===== src/toc_pkg.sv =====
// constants, types and helper functions of the timer output compare unit
//
// Contract
// - compare value is double buffered in both pwm waveform modes
// - normal and clear-on-match modes write the active compare value at once
// - buffered value moves to active value only at top or bottom
// - cpu reads and writes the buffer when buffered, else the active value
// - force strobe in non-pwm modes produces a forced comparator match
// - forced match sets no flag and never clears or reloads the counter
// - forced match sets, clears or toggles the output like a real match
// - counter write blocks any compare match in the next timer tick
// - compare output state keeps its value across waveform mode changes
// - compare output mode is not buffered and acts immediately
// - compare output mode decides the state after the next match
// - compare output mode selects pin source, overriding port data but not port direction
// - reset clears the internal compare output state to zero
// - counter equal to active compare value sets flag on next tick
// - flag clears on interrupt execution or software writing one
// - mode 0 is normal, mode 2 is clear-on-match, both non-pwm
// - non-pwm compare output mode 1 toggles the output on each match
package toc_pkg;

  // ----------------------------------------------------------------
  // encodings
  // ----------------------------------------------------------------
  localparam logic [1:0] WGM_NORMAL = 2'h0;
  localparam logic [1:0] WGM_PC_PWM = 2'h1;
  localparam logic [1:0] WGM_CLEAR_ON_MATCH = 2'h2;
  localparam logic [1:0] WGM_FAST_PWM = 2'h3;
  localparam logic [1:0] COM_OFF = 2'h0;
  localparam logic [1:0] COM_TOGGLE = 2'h1;
  localparam logic [1:0] COM_CLEAR = 2'h2;
  localparam logic [1:0] COM_SET = 2'h3;

  // ----------------------------------------------------------------
  // values after reset
  // ----------------------------------------------------------------
  localparam logic OC_RESET = 1'b0;
  localparam logic FLAG_RESET = 1'b0;
  localparam logic BLOCK_RESET = 1'b0;
  localparam logic [7:0] CMP_RESET = 8'h00;

  typedef enum logic [1:0] {TOC_ACT_NONE, TOC_ACT_TOGGLE, TOC_ACT_CLEAR, TOC_ACT_SET} toc_act_e;

  // mode bits from the control register
  typedef struct packed {
    logic [1:0] waveform_gen_mode;
    logic [1:0] compare_output_mode;
  } toc_cfg_s;

  // counter status, all on the timer's own clock
  typedef struct packed {
    logic tick;
    logic at_top;
    logic at_bottom;
    logic [7:0] count_value;
  } toc_cnt_s;

  // ----------------------------------------------------------------
  // helpers
  // ----------------------------------------------------------------
  function automatic logic toc_is_pwm(input logic [1:0] wgm);
    toc_is_pwm = (wgm == WGM_PC_PWM) || (wgm == WGM_FAST_PWM);
  endfunction : toc_is_pwm

  // action of a match for a given mode pair; bottom gives the opposite in pwm
  function automatic toc_act_e toc_match_act(input logic [1:0] wgm, input logic [1:0] com);
    toc_match_act = TOC_ACT_NONE;
    unique case (com)
      COM_OFF: toc_match_act = TOC_ACT_NONE;
      COM_TOGGLE: toc_match_act = toc_is_pwm(wgm) ? TOC_ACT_NONE : TOC_ACT_TOGGLE;
      COM_CLEAR: toc_match_act = TOC_ACT_CLEAR;
      COM_SET: toc_match_act = TOC_ACT_SET;
    endcase
  endfunction : toc_match_act

endpackage : toc_pkg


===== src/toc_cmp_buf.sv =====
// compare value store: cpu buffer and active compare register
`timescale 1ns/10ps
module toc_cmp_buf #(
  parameter int WIDTH = 8
) (
  input wire logic mclk_in,
  input wire logic rst_b_in,
  input wire logic buffered_in,
  input wire logic update_in,
  input wire logic wr_in,
  input wire logic [WIDTH-1:0] wdata_in,
  output logic [WIDTH-1:0] active_out,
  output logic [WIDTH-1:0] rdata_out
);

  logic [WIDTH-1:0] buf_reg;
  logic [WIDTH-1:0] buf_next;
  logic [WIDTH-1:0] active_reg;
  logic [WIDTH-1:0] active_next;
  logic [WIDTH-1:0] rdata_reg;
  logic [WIDTH-1:0] rdata_next;

  // ----------------------------------------------------------------
  // next values
  // ----------------------------------------------------------------
  // a direct write also lands in the buffer so a later switch to pwm
  // does not load a stale value at the first update point
  always_comb begin
    buf_next = wr_in ? wdata_in : buf_reg;
    active_next = active_reg;
    if (!buffered_in && wr_in) begin
      active_next = wdata_in;
    end else if (buffered_in && update_in) begin
      active_next = buf_reg;
    end
    rdata_next = buffered_in ? buf_next : active_next;
  end

  always_ff @(posedge mclk_in) begin
    if (!rst_b_in) begin
      buf_reg <= WIDTH'(toc_pkg::CMP_RESET);
      active_reg <= WIDTH'(toc_pkg::CMP_RESET);
      rdata_reg <= WIDTH'(toc_pkg::CMP_RESET);
    end else begin
      buf_reg <= buf_next;
      active_reg <= active_next;
      rdata_reg <= rdata_next;
    end
  end

  assign active_out = active_reg;
  assign rdata_out = rdata_reg;

endmodule : toc_cmp_buf


===== src/toc_unit.sv =====
// output compare unit of the 8-bit timer: compare, flag, force, block, output
`timescale 1ns/10ps
module toc_unit #(
  parameter int WIDTH = 8
) (
  input wire logic mclk_in,
  input wire logic rst_b_in,
  input toc_pkg::toc_cfg_s cfg_in,
  input toc_pkg::toc_cnt_s cnt_in,
  input wire logic count_write_in,
  input wire logic cmp_wr_in,
  input wire logic [WIDTH-1:0] cmp_wdata_in,
  input wire logic force_compare_strobe_in,
  input wire logic flag_clear_in,
  input wire logic int_ack_in,
  input wire logic port_data_in,
  input wire logic port_dir_in,
  output logic [WIDTH-1:0] cmp_rdata_out,
  output logic [WIDTH-1:0] compare_value_out,
  output logic compare_match_flag_out,
  output logic match_out,
  output logic compare_output_out,
  output logic pin_out,
  output logic pin_oe_out
);

  // ----------------------------------------------------------------
  // mode decode
  // ----------------------------------------------------------------
  logic pwm;
  logic update_pt;
  logic [WIDTH-1:0] active_val;
  toc_pkg::toc_act_e act;

  assign pwm = toc_pkg::toc_is_pwm(cfg_in.waveform_gen_mode);
  // fast pwm reloads at bottom, phase correct at top
  assign update_pt = cnt_in.tick &&
    ((cfg_in.waveform_gen_mode == toc_pkg::WGM_FAST_PWM) ? cnt_in.at_bottom : cnt_in.at_top);
  // mode bits read live each cycle, never latched with the compare value
  assign act = toc_pkg::toc_match_act(cfg_in.waveform_gen_mode,
    cfg_in.compare_output_mode);

  toc_cmp_buf #(
    .WIDTH(WIDTH)
  ) u_cmp_buf (
    .mclk_in(mclk_in),
    .rst_b_in(rst_b_in),
    .buffered_in(pwm),
    .update_in(update_pt),
    .wr_in(cmp_wr_in),
    .wdata_in(cmp_wdata_in),
    .active_out(active_val),
    .rdata_out(cmp_rdata_out)
  );

  // ----------------------------------------------------------------
  // match and blocking
  // ----------------------------------------------------------------
  logic block_reg;
  logic block_next;
  logic match_hit;
  logic force_eff;

  // a tick that arrives while blocked is swallowed and ends the block
  always_comb begin
    block_next = block_reg;
    if (count_write_in) begin
      block_next = 1'b1;
    end else if (cnt_in.tick) begin
      block_next = 1'b0;
    end
  end

  always_ff @(posedge mclk_in) begin
    if (!rst_b_in) begin
      block_reg <= toc_pkg::BLOCK_RESET;
    end else begin
      block_reg <= block_next;
    end
  end

  assign match_hit = cnt_in.tick && (cnt_in.count_value == active_val) &&
    !block_reg && !count_write_in;
  // strobe is used combinationally only, no register holds it
  assign force_eff = force_compare_strobe_in && !pwm;
  // counter clear request carries only real matches
  assign match_out = match_hit;

  // ----------------------------------------------------------------
  // compare match flag
  // ----------------------------------------------------------------
  logic flag_reg;
  logic flag_next;

  // set beats clear so a match in the clearing cycle is not lost
  always_comb begin
    flag_next = flag_reg;
    if (flag_clear_in || int_ack_in) begin
      flag_next = 1'b0;
    end
    if (match_hit) begin
      flag_next = 1'b1;
    end
  end

  always_ff @(posedge mclk_in) begin
    if (!rst_b_in) begin
      flag_reg <= toc_pkg::FLAG_RESET;
    end else begin
      flag_reg <= flag_next;
    end
  end

  assign compare_match_flag_out = flag_reg;

  // ----------------------------------------------------------------
  // compare output state and pin
  // ----------------------------------------------------------------
  logic oc_reg;
  logic oc_next;
  logic bottom_ev;

  assign bottom_ev = pwm && cnt_in.tick && cnt_in.at_bottom;

  // no term looks at the waveform mode change itself, so the state holds
  always_comb begin
    oc_next = oc_reg;
    if (match_hit || force_eff) begin
      unique case (act)
        toc_pkg::TOC_ACT_NONE: oc_next = oc_reg;
        toc_pkg::TOC_ACT_TOGGLE: oc_next = !oc_reg;
        toc_pkg::TOC_ACT_CLEAR: oc_next = 1'b0;
        toc_pkg::TOC_ACT_SET: oc_next = 1'b1;
      endcase
    end else if (bottom_ev) begin
      // pwm period restart drives the opposite level of the match action
      if (act == toc_pkg::TOC_ACT_CLEAR) begin
        oc_next = 1'b1;
      end else if (act == toc_pkg::TOC_ACT_SET) begin
        oc_next = 1'b0;
      end
    end
  end

  always_ff @(posedge mclk_in) begin
    if (!rst_b_in) begin
      oc_reg <= toc_pkg::OC_RESET;
    end else begin
      oc_reg <= oc_next;
    end
  end

  assign compare_output_out = oc_reg;
  assign compare_value_out = active_val;
  // pin stays under port direction, so set the state first before enabling
  assign pin_out = (cfg_in.compare_output_mode != toc_pkg::COM_OFF) ?
    oc_reg : port_data_in;
  assign pin_oe_out = port_dir_in;

  // ----------------------------------------------------------------
  // checks
  // ----------------------------------------------------------------
  logic raw_eq;

  // comparator rebuilt apart from match_hit, so a force leaking into the clear is caught
  assign raw_eq = cnt_in.tick && (cnt_in.count_value == active_val);
endmodule : toc_unit


===== config.mk =====
export PLATFORM = sky130hd
export DESIGN_NAME = toc_unit
export DESIGN_NICKNAME = d
export VERILOG_FILES = /design/src/toc_pkg.sv /design/src/toc_cmp_buf.sv /design/src/toc_unit.sv
export SDC_FILE = /design/constraint.sdc
export NUM_CORES = 1
export LEC_CHECK = 0
export ABC_AREA = 1
export BUFFER_PORTS_ARGS = -buffer_cell sky130_fd_sc_hd__buf_2
export CELL_PAD_IN_SITES_DETAIL_PLACEMENT = 1
export CELL_PAD_IN_SITES_GLOBAL_PLACEMENT = 2
export CORE_AREA = 2 2 87 89
export DETAILED_ROUTE_END_ITERATION = 12
export DIE_AREA = 0 0 89 91
export MAX_ROUTING_LAYER = met4
export PLACE_DENSITY_LB_ADDON = 0.1
export SLEW_MARGIN = 25
export SYNTH_ARGS = -nofsm -noshare
export SYNTH_HDL_FRONTEND = slang
export SYNTH_HIERARCHICAL = 1
export SYNTH_SLANG_ARGS = --single-unit

===== constraint.sdc =====
create_clock -name mclk_in -period 1 [get_ports mclk_in]
set_input_delay 0.05 -clock mclk_in [delete_from_list [all_inputs] [get_ports mclk_in]]
set_output_delay 0.05 -clock mclk_in [all_outputs]
set_load 0.05 [all_outputs]

# Word-level counts from Yosys, hierarchy flattened
# Index checks and enable logic that the tools add are counted.
[word_totals]
register_bits = 27
input_bits = 32
[classes]
n_eq_ne = 10
mux = 17
reduce_logical = 24
[ops]
columns = ["cell", "count"]
rows = [
  ["two-way mux 8 bit", 4],
  ["two-way mux 1 bit", 11],
  ["equality test 2 bit (second input constant)", 5],
  ["logical AND 1 bit", 9],
  ["equality test 8 bit", 1],
  ["one-hot mux 2 bit (4 select lines)", 1],
  ["nonzero test 2 bit", 4],
  ["equality test 2 x 1 -> 1 bit (second input constant)", 3],
  ["zero test 1 bit", 4],
  ["zero test 2 bit", 2],
  ["logical OR 1 bit", 3],
  ["one-hot mux 1 bit (3 select lines)", 1],
  ["AND reduction 3 bit", 1],
  ["nonzero test 3 bit", 1],
  ["!= test 2 bit (second input constant)", 1],
]

# Logic depth before layout (Yosys ltp)
# Gate-level depths: netlist (run 1).
[depth]
word_depth = 9
mapped_depth = 11

# Hierarchy
# The synthesis (run 1) kept the hierarchy.
[modules_own_cells]
columns = ["mod", "instances", "cells_per_inst", "area_each_um2", "seq_area_each_um2"]
rows = [
  ["toc_cmp_buf", 1, 161, 1094.8, 480.5],
  ["toc_unit", 1, 85, 439.2, 60.1],
]

# Worst setup path before layout (run 1)
# Ideal clock, no wire load.
[synth_timing]
path_type = "flip-flop to output port"
start = "reg oc_reg (netlist: compare_output_out)"
end = "out pin_out"
arrival_ps = 1853
required_time_ps = 950
setup_slack_ps = -903
path_stages_with_launch = 3
path_cell_list = "dfxtp_1 > inv_1 > o21ai_0"
[synth_between]
elab_chain_cells = 1
[synth_rtl]
columns = ["item", "line_no", "source"]
rows = [
  ["from (decl)", "toc_unit.sv:119", "logic oc_reg;"],
  ["from (signal assigned)", "toc_unit.sv:147", "oc_reg <= toc_pkg::OC_RESET;"],
  ["from (signal assigned)", "toc_unit.sv:149", "oc_reg <= oc_next;"],
  ["two-way mux 1 bit", "toc_unit.sv:156", "assign pin_out = (cfg_in.compare_output_mode != toc_pkg::COM_OFF) ?"],
  ["to (decl)", "toc_unit.sv:23", "output logic pin_out,"],
]
# No other way between the ends.

# Final worst setup path (run 1)
[layout_timing]
start = "reg u_cmp_buf.active_reg[1] (netlist: u_cmp_buf/active_out[1])"
end = "out match_out"
[layout_between]
elab_chain_cells = 4
[layout_rtl]
columns = ["item", "line_no", "source"]
rows = [
  ["from (decl)", "toc_cmp_buf.sv:18", "logic [WIDTH-1:0] active_reg;"],
  ["from (signal assigned)", "toc_cmp_buf.sv:42", "active_reg <= WIDTH'(toc_pkg::CMP_RESET);"],
  ["from (signal assigned)", "toc_cmp_buf.sv:46", "active_reg <= active_next;"],
  ["equality test 8 bit", "-", ""],
  ["logical AND 1 bit", "-", ""],
  ["logical AND 1 bit", "toc_unit.sv:82", "assign match_hit = cnt_in.tick && (cnt_in.count_value == active_val) &&"],
  ["logical AND 1 bit", "toc_unit.sv:83", "!block_reg && !count_write_in;"],
  ["to (decl)", "toc_unit.sv:21", "output logic match_out,"],
]
# No other way between the ends.

==> summary.md, run 1 <==
| Metric | Value |
|---|---|
| Status | `complete, but fails checks` |
| Failing checks | `negative setup slack` |
| First-pass GRT wire length | `8550 um` |
| Clock Tree Buf Depth | `2` |
| HP Class | `input pin to flip-flop` |
| 1st-iter DRT viols | `26` |
| Clock slew at reported path FFs | `about 100 ps` |
| Starting Density | `between 20% and 30%` |
| Metal-1 WL | `2510 um` |
| Crit share post-route | `144%` |
| Worst vdd ir | `0.476 mV` |
| Critical path class | `flip-flop to output pin` |
| Worst slew margin relative to its limit | `80.8%` |
| TritonCTS clock tree | `yes` |
| Average cell area after synthesis | `between 6 and 7 um^2` |
| Area leader, netlist | `dfxtp_1` |
| Syn Std Cell Area | `between 0.0015 and 0.002 mm^2` |
| #FFs+latches synth | `27` |
| Final setup violation count | `4` |
| Max Freq | `694 MHz` |
| Synth unique cells | `22` |
| CP cell instances | `xnor2_2 -> nor3b_2 -> nand4_1 -> nor2_4 -> buf_6` |
| Pre-CTS setup slack | `-309 ps` |
| Highest metal used | `met4` |
| Synth-to-layout area growth | `54.6%` |
| Fin worst setup slack | `-442 ps` |
| Met3 wire length | `196 um` |
| Clock Sinks | `27` |
| Dpl hpwl | `slightly above 4000 um` |
| Via count | `~1700` |
| Placed Area | `approximately 0.0021 mm^2` |
| Nature of the critical path endpoint | `output pin` |
| Die Span Y | `around 90 um` |
| Synth top area cells | `dfxtp_1 (35%), nand2_1 (16%), nand3_1 (13%)` |
| Top delay family on crit path | `simple AND/OR/NAND/NOR gates` |
| Routability cong. | `about 0.78` |
| Initial DRT Pass Iterations | `4` |
| RSZ-0062 raised after global routing | `true` |
| Fin. Hold Viols | `0` |
| Final Power | `between 2000 and 3000 uW` |
| Largest net degree at the start of global routing | `15` |
| Crit path arrival time | `roughly 1400 ps` |
| Period minus WS final | `~1400 ps` |
| Startpoint types | `flip-flop` |
| CTS Buf Count | `3` |
| Grt total ovfl | `0` |
| Nets | `approximately 360` |
| CP Buf/Inv Count | `1` |
| Commonest non-fill, non-tap cells in the layout | `nand2_1 (66), inv_1 (42), buf_2 (40)` |
| Commonest non-fill, non-tap cell in the layout | `nand2_1` |
| Vias in the first global route | `between 1500 and 2000` |
| Number of diodes | `0` |
| Antenna violations before repair | `0` |
| DR WL/cell | `12.0 um` |
| Num rows | `31` |
| Crit Path Max Fanout | `2` |
| Seq/Total Area, Yosys | `a little over a third` |
| Syn. warnings | `6` |
| Core ar. | `around 0.0071 mm^2` |
| Final WL | `a little over 5000 um` |
| Root buffer cell | `clkbuf_8` |
| Share of the synthesized area in the top cell type | `a little over a third` |
| Required @ worst endpoint | `about 950 ps` |
| Mapped Cells | `246` |
| Die area | `0.00810 mm^2` |
| Pleak | `roughly 0.0012 uW` |
| All-Layer GR Usage | `~14%` |
| Max Cap Violations | `0` |
| Buffers on Ports | `50` |
| Worst-Margin Slew | `287 ps` |
| WL met2 | `2290 um` |
| Worst Skew | `slightly above 3 ps` |
| Die width | `89 um` |
| Slowest CP cell | `dfxtp_4` |
| Routed Antenna Nets | `0` |
| Slowest stage delay, CP | `370 ps` |
| Vias/cell | `about 4.1` |
| Clock insertion delay at the later pin of the skew report | `around 280 ps` |
| Slew Limit Fails | `0` |
| H-Tree Depth | `1` |
| Pwr Density | `1150 mW/mm^2` |
| Fin area | `roughly 0.0024 mm^2` |
| Share of layout cells above drive strength 1 | `roughly 40%` |
| Remaining DRCs | `0` |
| Ports | `53` |
| Syn_nets | `~280` |
[where the power goes]
part / leakage (uW) / switching (uW) / internal, uW
clock network: 0.0000228 / 375 / 287
registers: 0.000229 / 42.9 / 1130
logic: 0.000997 / 531 / 354
[through the flow]
step	hold slack (ps)	util (%)	std cells	setup TNS (ps)
6_report	27.9	33.2	421	-805
3_3_place_gp	101	29.9	413	-2430
2_1_floorplan	143	-	246	-683
5_1_grt	17.6	33.2	421	-1260
3_5_place_dp	101	29.9	413	-2540
4_1_cts	15.8	32.3	420	-848
[cell families after synthesis]
kind of cell	synth area share [%]
AOI/OAI and AO/OA	8.40
xor gates and xnor gates	1.14
buffers and inverters	16.6
DFF	35.2
and+or+nand+nor	38.7
[synthesized netlist by cell type (all sizes together)]
cell	number
nor4	1
nand3	41
nor2	18
o21ai	3
or3b	1
dfxtp	27
inv	49
nand4	1
nand2	71
a21boi	1
a21oi	20
o22ai	1
clkbuf	1
xnor2	2
buf	8
nor3b	1
[worst min-delay path: stages]
cell      delay (ps)
buf_2             70
or3b_4           110
a21boi_2          40
[worst paths after layout]
kind	startpoint	endpoint	slack (ps)	cells past startpoint
worst max register to register	u_cmp_buf/active_out[1]	compare_output_out	-290	10
worst min-delay path	flag_clear_in	compare_match_flag_out	30	3
worst max-delay path	u_cmp_buf/active_out[1]	match_out	-440	5
worst min register to register	u_cmp_buf/buf_reg[5]	u_cmp_buf/buf_reg[5]	490	2
[repair_timing]
item | in CTS | in global routing
hold buffers | 1 | 0
gates resized for setup | 27 | 20
buffers inserted | 3 | 1
pin swaps | 11 | 8
hold endpoints to repair | 1 | 0
endpoints found under the setup margin | 11 | 15
[area by class of cell]
type | instances | area (um^2)
sequential | 27 | 576
multi-input combinational | 161 | 848
clock buffer | 4 | 45.0
fill | 928 | 4760
timing repair buffer | 81 | 596
tap | 99 | 124
inverter | 49 | 184
[layer usage]
layer	up-vias	track usage (%)
met5	-	-
met4	0	3.73
met3	5	1.45
met2	35	22.2
met1	763	18.4
li1	912	-
(Power assumes the default switching activity.)
==> run 2: changes to the inputs <==
--- a/config.mk
+++ b/config.mk
@@ -10,10 +10,12 @@
 export CELL_PAD_IN_SITES_DETAIL_PLACEMENT = 1
 export CELL_PAD_IN_SITES_GLOBAL_PLACEMENT = 2
 export CORE_AREA = 2 2 87 89
+export CTS_CLUSTER_SIZE = 25
 export DETAILED_ROUTE_END_ITERATION = 12
 export DIE_AREA = 0 0 89 91
 export MAX_ROUTING_LAYER = met4
 export PLACE_DENSITY_LB_ADDON = 0.1
+export RECOVER_POWER = 100
 export SLEW_MARGIN = 25
 export SYNTH_ARGS = -nofsm -noshare
 export SYNTH_HDL_FRONTEND = slang
==> run 2 against run 1 <==
Compared with the run above: the run still ends with negative setup slack left; highest routed layer unchanged; cell count is the same; worst hold slack about the same; total power about the same; core utilization decreased by 0.40 points; design area fell by 1.2%.
==> summary.md, run 2 (synthesized netlist as in run 1, its figures left out) <==
| Metric | Value |
|---|---|
| P_sw | `948 uW (about the same)` |
| Fin worst setup slack | `-437 ps (+5.23 ps)` |
| Status | `complete, but fails checks` |
| H-Tree Depth | `1 (unchanged)` |
| Multi-input logic area | `838 um^2 (-1.2%)` |
| Gate power share | `32.2% (-0.3 points)` |
| Ports | `53 (unchanged)` |
| Max Freq | `696 MHz (+0.36%)` |
| Sw Share | `34.8% (about the same)` |
| All-Layer GR Usage | `13.8% (unchanged)` |
| Slowest stage delay, CP | `380 ps (about the same)` |
| Critical path class | `flip-flop to output pin` |
| FF/Latch Area | `563 um^2 (-2.2%)` |
| Grt total ovfl | `0 (unchanged)` |
| Crit path arrival time | `1390 ps (about the same)` |
| RSZ-0062 raised after global routing | `true` |
| Number of diodes | `0 (unchanged)` |
| Nature of the critical path endpoint | `output pin` |
| Core ar. | `0.00714 mm^2 (unchanged)` |
| Final setup violation count | `5 (+1)` |
| Clock Sinks | `27 (unchanged)` |
| Initial DRT Pass Iterations | `4 (unchanged)` |
| Final WL | `5060 um (about the same)` |
| Int Pwr | `1770 uW (-0.11%)` |
| Clock insertion delay at the later pin of the skew report | `280 ps (about the same)` |
| Worst slew margin relative to its limit | `80.9% (about the same)` |
| Num rows | `31 (unchanged)` |
| CTS Buf Count | `3 (unchanged)` |
| Crit share post-route | `144% (-0.52 points)` |
| Starting Density | `21.5% (unchanged)` |
| Max Cap Violations | `0 (unchanged)` |
| Buffers on Ports | `50 (unchanged)` |
| Worst-Margin Slew | `287 ps (-0.798 ps)` |
| Worst Skew | `3.71 ps (+0.592 ps)` |
| Die area | `0.00810 mm^2 (unchanged)` |
| Largest net degree at the start of global routing | `15 (unchanged)` |
| Nets | `355 (unchanged)` |
| Vias/cell | `4.09 (+0.41%)` |
| Required @ worst endpoint | `950 ps (about the same)` |
| CP cell instances | `xnor2_2 -> nor3b_2 -> nand4_1 -> nor2_4 -> buf_6` |
| Fin. Hold Viols | `0 (unchanged)` |
| Failing checks | `negative setup slack` |
| Commonest non-fill, non-tap cells in the layout | `nand2_1 (66), inv_1 (42), nand3_1 (34)` |
| Dpl hpwl | `4070 um (unchanged)` |
| Die Span Y | `91 um (unchanged)` |
| Clock slew at reported path FFs | `100 ps (about the same)` |
| Pwr Density | `1160 mW/mm^2 (+1.1%)` |
| Vias in the first global route | `1819 (unchanged)` |
| Slowest CP cell | `dfxtp_2` |
| Synth-to-layout area growth | `52.8%` |
| Via count | `1722 (+0.41%)` |
| Worst vdd ir | `0.478 mV (+0.43%)` |
| CP Buf/Inv Count | `1 (unchanged)` |
| Startpoint types | `flip-flop` |
| Remaining DRCs | `0 (unchanged)` |
| Seq pwr share | `43.4% (+0.2 points)` |
| Commonest non-fill, non-tap cell in the layout | `nand2_1` |
| Root buffer cell | `clkbuf_8` |
| Antenna violations before repair | `0 (unchanged)` |
| Pre-CTS setup slack | `-309 ps (unchanged)` |
| Fin area | `0.00234 mm^2 (-1.2%)` |
| Top delay family on crit path | `simple AND/OR/NAND/NOR gates` |
| Share of layout cells above drive strength 1 | `39.1% (-1.2 points)` |
| Fillers | `937 (+0.97%)` |
| HP Class | `input pin to flip-flop` |
| Clock share of power | `24.4% (about the same)` |
| Pleak | `0.00124 uW (-0.90%)` |
| Die width | `89 um (unchanged)` |
| TritonCTS clock tree | `yes` |
| Routability cong. | `0.776 (unchanged)` |
| Clock Tree Buf Depth | `2 (unchanged)` |
| First-pass GRT wire length | `8550 um (unchanged)` |
| Slew Limit Fails | `0 (unchanged)` |
| Placed Area | `0.00214 mm^2 (unchanged)` |
| DR WL/cell | `12.0 um (about the same)` |
| Routed Antenna Nets | `0 (unchanged)` |
| 1st-iter DRT viols | `29 (+12%)` |
| Crit Path Max Fanout | `2 (unchanged)` |
| Period minus WS final | `1440 ps (-5.23 ps)` |
## run 2: cell count changes in the layout (fill, tap and decap cells not counted), sizes merged
cell / delta
buf: -11
clkbuf: +11
## run 2: power by group through the flow
stage	logic [uW]	registers, uW	clock network (uW)
CTS	868	1180	701
floorplan	349	1360	0
global route	970	1190	746
global placement	805	1200	0
finish	875	1180	664
detailed placement	807	1200	0
## run 2: repair_timing
| item | 4_1_cts | 5_1_grt |
|---|---|---|
| hold buffers | 1 | 0 |
| hold endpoints to repair | 1 | 0 |
| setup endpoints to repair | 11 | 15 |
| pin swaps | 11 | 8 |
| setup buffers | 3 | 1 |
| resized for setup | 27 | 20 |
## run 2: through the flow
stage	utilization, %	hold WS (ps)	std cells	power, uW	TNS (ps)
2_1_floorplan	-	143	246	1710	-683
6_report	32.8	27.7	421	2720	-998
3_3_place_gp	29.9	101	413	2000	-2430
3_5_place_dp	29.9	101	413	2000	-2540
5_1_grt	32.8	17.6	421	2910	-1700
4_1_cts	32.3	15.8	420	2750	-848
## run 2: area by class of cell
class                      instances  share of cell area [%]
inverter                          49                    7.85
timing repair buffer              81                    25.1
tap                               99                    5.29
clock buffer                       4                    1.92
sequential                        27                    24.0
multi-input combinational        161                    35.8
## run 2: routing by layer
| layer | global-route usage (%) | vias to the layer above | part of all wire, % |
|---|---|---|---|
| met4 | 3.73 | 0 | 1.2 |
| met1 | 18.4 | 770 | 49 |
| met3 | 1.45 | 5 | 3.9 |
| met2 | 22.2 | 35 | 45 |
| met5 | - | - | 0 |
| li1 | - | 912 | - |
## run 2: tightest hold or removal path, stage by stage
cell	delay (ps)
buf_2	70
or3b_4	110
a21boi_2	40
## run 2: worst paths after layout
check	from	endpoint	slack, ps	cells past startpoint
hold / removal	flag_clear_in	compare_match_flag_out	30	3
hold reg to reg	u_cmp_buf/buf_reg[5]	u_cmp_buf/buf_reg[5]	490	2
setup reg to reg	u_cmp_buf/active_out[3]	compare_output_out	-380	11
setup / recovery	u_cmp_buf/active_out[1]	match_out	-440	5
==> run 3: changes to the inputs <==
--- a/config.mk
+++ b/config.mk
@@ -5,14 +5,13 @@
 export SDC_FILE = /design/constraint.sdc
 export NUM_CORES = 1
 export LEC_CHECK = 0
-export ABC_AREA = 1
 export BUFFER_PORTS_ARGS = -buffer_cell sky130_fd_sc_hd__buf_2
 export CELL_PAD_IN_SITES_DETAIL_PLACEMENT = 1
 export CELL_PAD_IN_SITES_GLOBAL_PLACEMENT = 2
-export CORE_AREA = 2 2 87 89
+export CORE_AREA = 2 2 79 81
 export CTS_CLUSTER_SIZE = 25
 export DETAILED_ROUTE_END_ITERATION = 12
-export DIE_AREA = 0 0 89 91
+export DIE_AREA = 0 0 81 83
 export MAX_ROUTING_LAYER = met4
 export PLACE_DENSITY_LB_ADDON = 0.1
 export RECOVER_POWER = 100
==> run 3 against run 2 <==
Compared with the run above: the run still ends with negative setup slack left; clock-buffer cell count is 1 lower; largest cell class unchanged; total power is 1.1% lower; routed wire length is 14% lower; highest routed layer unchanged; critical endpoint is now compare_output_out; flip-flop and latch count stayed put; maximum frequency is 2.2% lower.
==> summary.md, run 3 <==
| Metric | Value |
|---|---|
| Status | `complete, but fails checks` |
| Failing checks | `negative setup slack` |
| H-Tree Depth | `1 (unchanged)` |
| Vias in the first global route | `1555 (-15%)` |
| Slowest CP cell | `dfxtp_4` |
| Routed Antenna Nets | `0 (unchanged)` |
| Max Cap Violations | `0 (unchanged)` |
| Most frequent cell after synthesis | `dfxtp_1` |
| Most frequent cells after synthesis | `dfxtp_1 (27), nand2_1 (22), mux2i_1 (13), and2_1 (9)` |
| Largest net degree at the start of global routing | `20 (+5)` |
| Max Freq | `681 MHz (-2.2%)` |
| Syn_nets | `184 (-34%)` |
| Hold Path Sink | `block_reg` |
| Post-synth EDFFs | `0 (unchanged)` |
| Share of layout cells above drive strength 1 | `50.2% (+11 points)` |
| CTS Buf Count | `3 (unchanged)` |
| Placed cell count | `294 (-29%)` |
| All-Layer GR Usage | `14.3% (+0.49 points)` |
| R2R Path End | `compare_output_out` |
| Fin. Hold Viols | `0 (unchanged)` |
| Die Span Y | `83 um (-8.8%)` |
| Grt total ovfl | `0 (unchanged)` |
| Average cell area after synthesis | `9.31 um^2 (+49%)` |
| Synth-to-layout area growth | `57.4%` |
| Num rows | `28 (-9.7%)` |
| Fin area | `0.00223 mm^2 (-5.0%)` |
| RSZ-0062 raised after global routing | `true` |
| Nets | `260 (-27%)` |
| Dpl hpwl | `3450 um (-15%)` |
| Commonest non-fill, non-tap cell in the layout | `buf_2` |
| Worst Skew | `7.38 ps (+3.67 ps)` |
| Final WL | `4330 um (-14%)` |
| Async set or reset register ratio after synthesis | `0% (unchanged)` |
| R2r startpoint | `u_cmp_buf/active_out[7]` |
| Mapped Cells | `152 (-38%)` |
| Root buffer cell | `clkbuf_8` |
| Starting Density | `24.3% (+2.8 points)` |
| 1st-iter DRT viols | `24 (-17%)` |
| Die width | `81 um (-9.0%)` |
| Vias/cell | `4.52 (+10%)` |
| Slowest stage delay, CP | `360 ps (-20 ps)` |
| Period minus WS final | `1470 ps (+32.1 ps)` |
| Clock Tree Buf Depth | `2 (unchanged)` |
| DR WL/cell | `14.3 um (+19%)` |
| Buffers on Ports | `50 (unchanged)` |
| Core ar. | `0.00582 mm^2 (-19%)` |
| Synth top area cells | `dfxtp_1 (38%), mux2i_1 (9.2%), nand2_1 (5.8%)` |
| Final setup violation count | `4 (-1)` |
| Antenna violations before repair | `0 (unchanged)` |
| CP cell instances | `xnor2_2 -> nand2_2 -> buf_4 -> o32ai_4 -> mux2i_1 -> o22ai_1` |
| First-pass GRT wire length | `7400 um (-13%)` |
| Final std cells w/o fill | `302 (-28%)` |
| Crit Path Max Fanout | `2 (unchanged)` |
| Hold Worst Slack | `24.6 ps (-3.07 ps)` |
| Slew Limit Fails | `0 (unchanged)` |
| R2R Setup Slk | `-470 ps (-90 ps)` |
| Worst Hold Launch | `count_write_in` |
| Seq/Total Area, Yosys | `38.2% (+3.0 points)` |
| Pwr Density | `1210 mW/mm^2 (+4.0%)` |
| Worst Hold Depth | `2 (-1)` |
| Syn Std Cell Area | `0.00142 mm^2 (-7.7%)` |
| Required @ worst endpoint | `1170 ps (+220 ps)` |
| Clock slew at reported path FFs | `100 ps (about the same)` |
| Setup TNS | `-1250 ps (-252 ps)` |
| Worst vdd ir | `0.515 mV (+7.7%)` |
| Ports | `53 (unchanged)` |
| Main synth FF type | `dfxtp_1` |
| Reg2reg path depth | `6 (-5)` |
| Critical path class | `flip-flop to flip-flop` |
| Crit share post-route | `147% (+3.2 points)` |
| Die area | `0.00672 mm^2 (-17%)` |
| Syn. warnings | `6 (unchanged)` |
| Placed Area | `0.00195 mm^2 (-8.8%)` |
| Fin worst setup slack | `-469 ps (-32.1 ps)` |
| Worst slew margin relative to its limit | `79.5% (-1.3 points)` |
| Share of the synthesized area in the top cell type | `38.2% (+3.0 points)` |
| Nature of the critical path endpoint | `flip-flop` |
| Fin util | `38.3% (+5.5 points)` |
| Startpoint types | `flip-flop` |
| Number of diodes | `0 (unchanged)` |
| #FFs+latches synth | `27 (unchanged)` |
| TritonCTS clock tree | `yes` |
| Commonest non-fill, non-tap cells in the layout | `buf_2 (32), nand2_1 (21), buf_4 (18)` |
| Initial DRT Pass Iterations | `4 (unchanged)` |
| Via count | `1364 (-21%)` |
| Pleak | `0.000974 uW (-21%)` |
| Fillers | `697 (-26%)` |
| Remaining DRCs | `0 (unchanged)` |
| HP Class | `input pin to flip-flop` |
| Crit path arrival time | `1640 ps (+250 ps)` |
| Clock Sinks | `27 (unchanged)` |
| Synth unique cells | `36 (+64%)` |
| Routability cong. | `0.779 (+0.43%)` |
| Worst-Margin Slew | `307 ps (+20.2 ps)` |
| Area leader, netlist | `dfxtp_1` |
| Clock insertion delay at the later pin of the skew report | `280 ps (about the same)` |
-- run 3: cell count changes in the layout (fill, tap and decap cells not counted), sizes merged, moves of 13 or more --
cell,before,now
mux2i,0,14
a21oi,20,7
nor2,18,3
nand2,71,22
inv,49,6
nand3,41,2
-- run 3: cell type report --
| cell class | count | area (um^2) | area share, % |
|---|---|---|---|
| well taps | 75 | 93.8 | 4.21 |
| inverters | 7 | 26.3 | 1.18 |
| multi-input cells | 110 | 902 | 40.5 |
| flip-flops and latches | 27 | 573 | 25.7 |
| clock buffers | 3 | 41.3 | 1.85 |
| clock inverters | 1 | 5.00 | 0.225 |
| repair buffers | 79 | 586 | 26.3 |
-- run 3: timing repair --
| action | in CTS | in global routing |
|---|---|---|
| hold buffers | 0 | 0 |
| pin swaps | 12 | 4 |
| setup endpoints to repair | 12 | 14 |
| gates cloned | 0 | 0 |
| setup buffers | 3 | 2 |
| resized for setup | 38 | 14 |
-- run 3: cell families (layout without fill, tap and decap cells) --
logic type | count (synthesis) | count (layout) | share of synthesized area, %
DFF | 27 | 27 | 38.2
AOI/OAI and AO/OA | 40 | 40 | 20.6
xor gates and xnor gates | 8 | 8 | 4.95
buffers and inverters | 15 | 90 | 6.98
muxes | 15 | 15 | 11.6
and+or+nand+nor | 47 | 47 | 17.7
-- run 3: power breakdown --
part	total (uW)	switching (uW)	internal, uW
combinational	867	471	397
clock	638	358	280
sequential	1180	47.7	1140
-- run 3: worst max-delay path by stage --
stage / start / end / slack (ps)
final: u_cmp_buf/active_out[7] / compare_output_out / -470
after floorplan: u_cmp_buf/active_out[3] / compare_match_flag_out / -540
after global routing: u_cmp_buf/active_out[2] / compare_output_out / -580
after detailed placement: block_reg / compare_output_out / -510
after CTS: u_cmp_buf/active_out[2] / match_out / -480
after global placement: u_cmp_buf/active_out[1] / compare_output_out / -390
-- run 3: layer usage --
layer  GRT usage [%]  part of all wire (%)  vias up
li1                -                     -      682
met2            23.7                    49       43
met3            1.85                   5.6        5
met5               -                     0        -
met1            18.1                    44      634
met4            4.16                   1.3        0
-- run 3: stage by stage --
step	worst slack (ps)	power, uW
floorplan	-542	1670
global placement	-389	1930
detailed placement	-508	1940
CTS	-477	2720
global route	-583	2850
finish	-469	2690
-- run 3: critical path, delay by kind of cell, from the launching register on --
family / cells / cell delay [ps]
multiplexers: 1 / 220
AND/OR/NAND/NOR: 1 / 100
XOR/XNOR: 1 / 140
AO/OA/AOI/OAI: 2 / 380
buffers and inverters: 1 / 160
flip-flops: 1 / 360
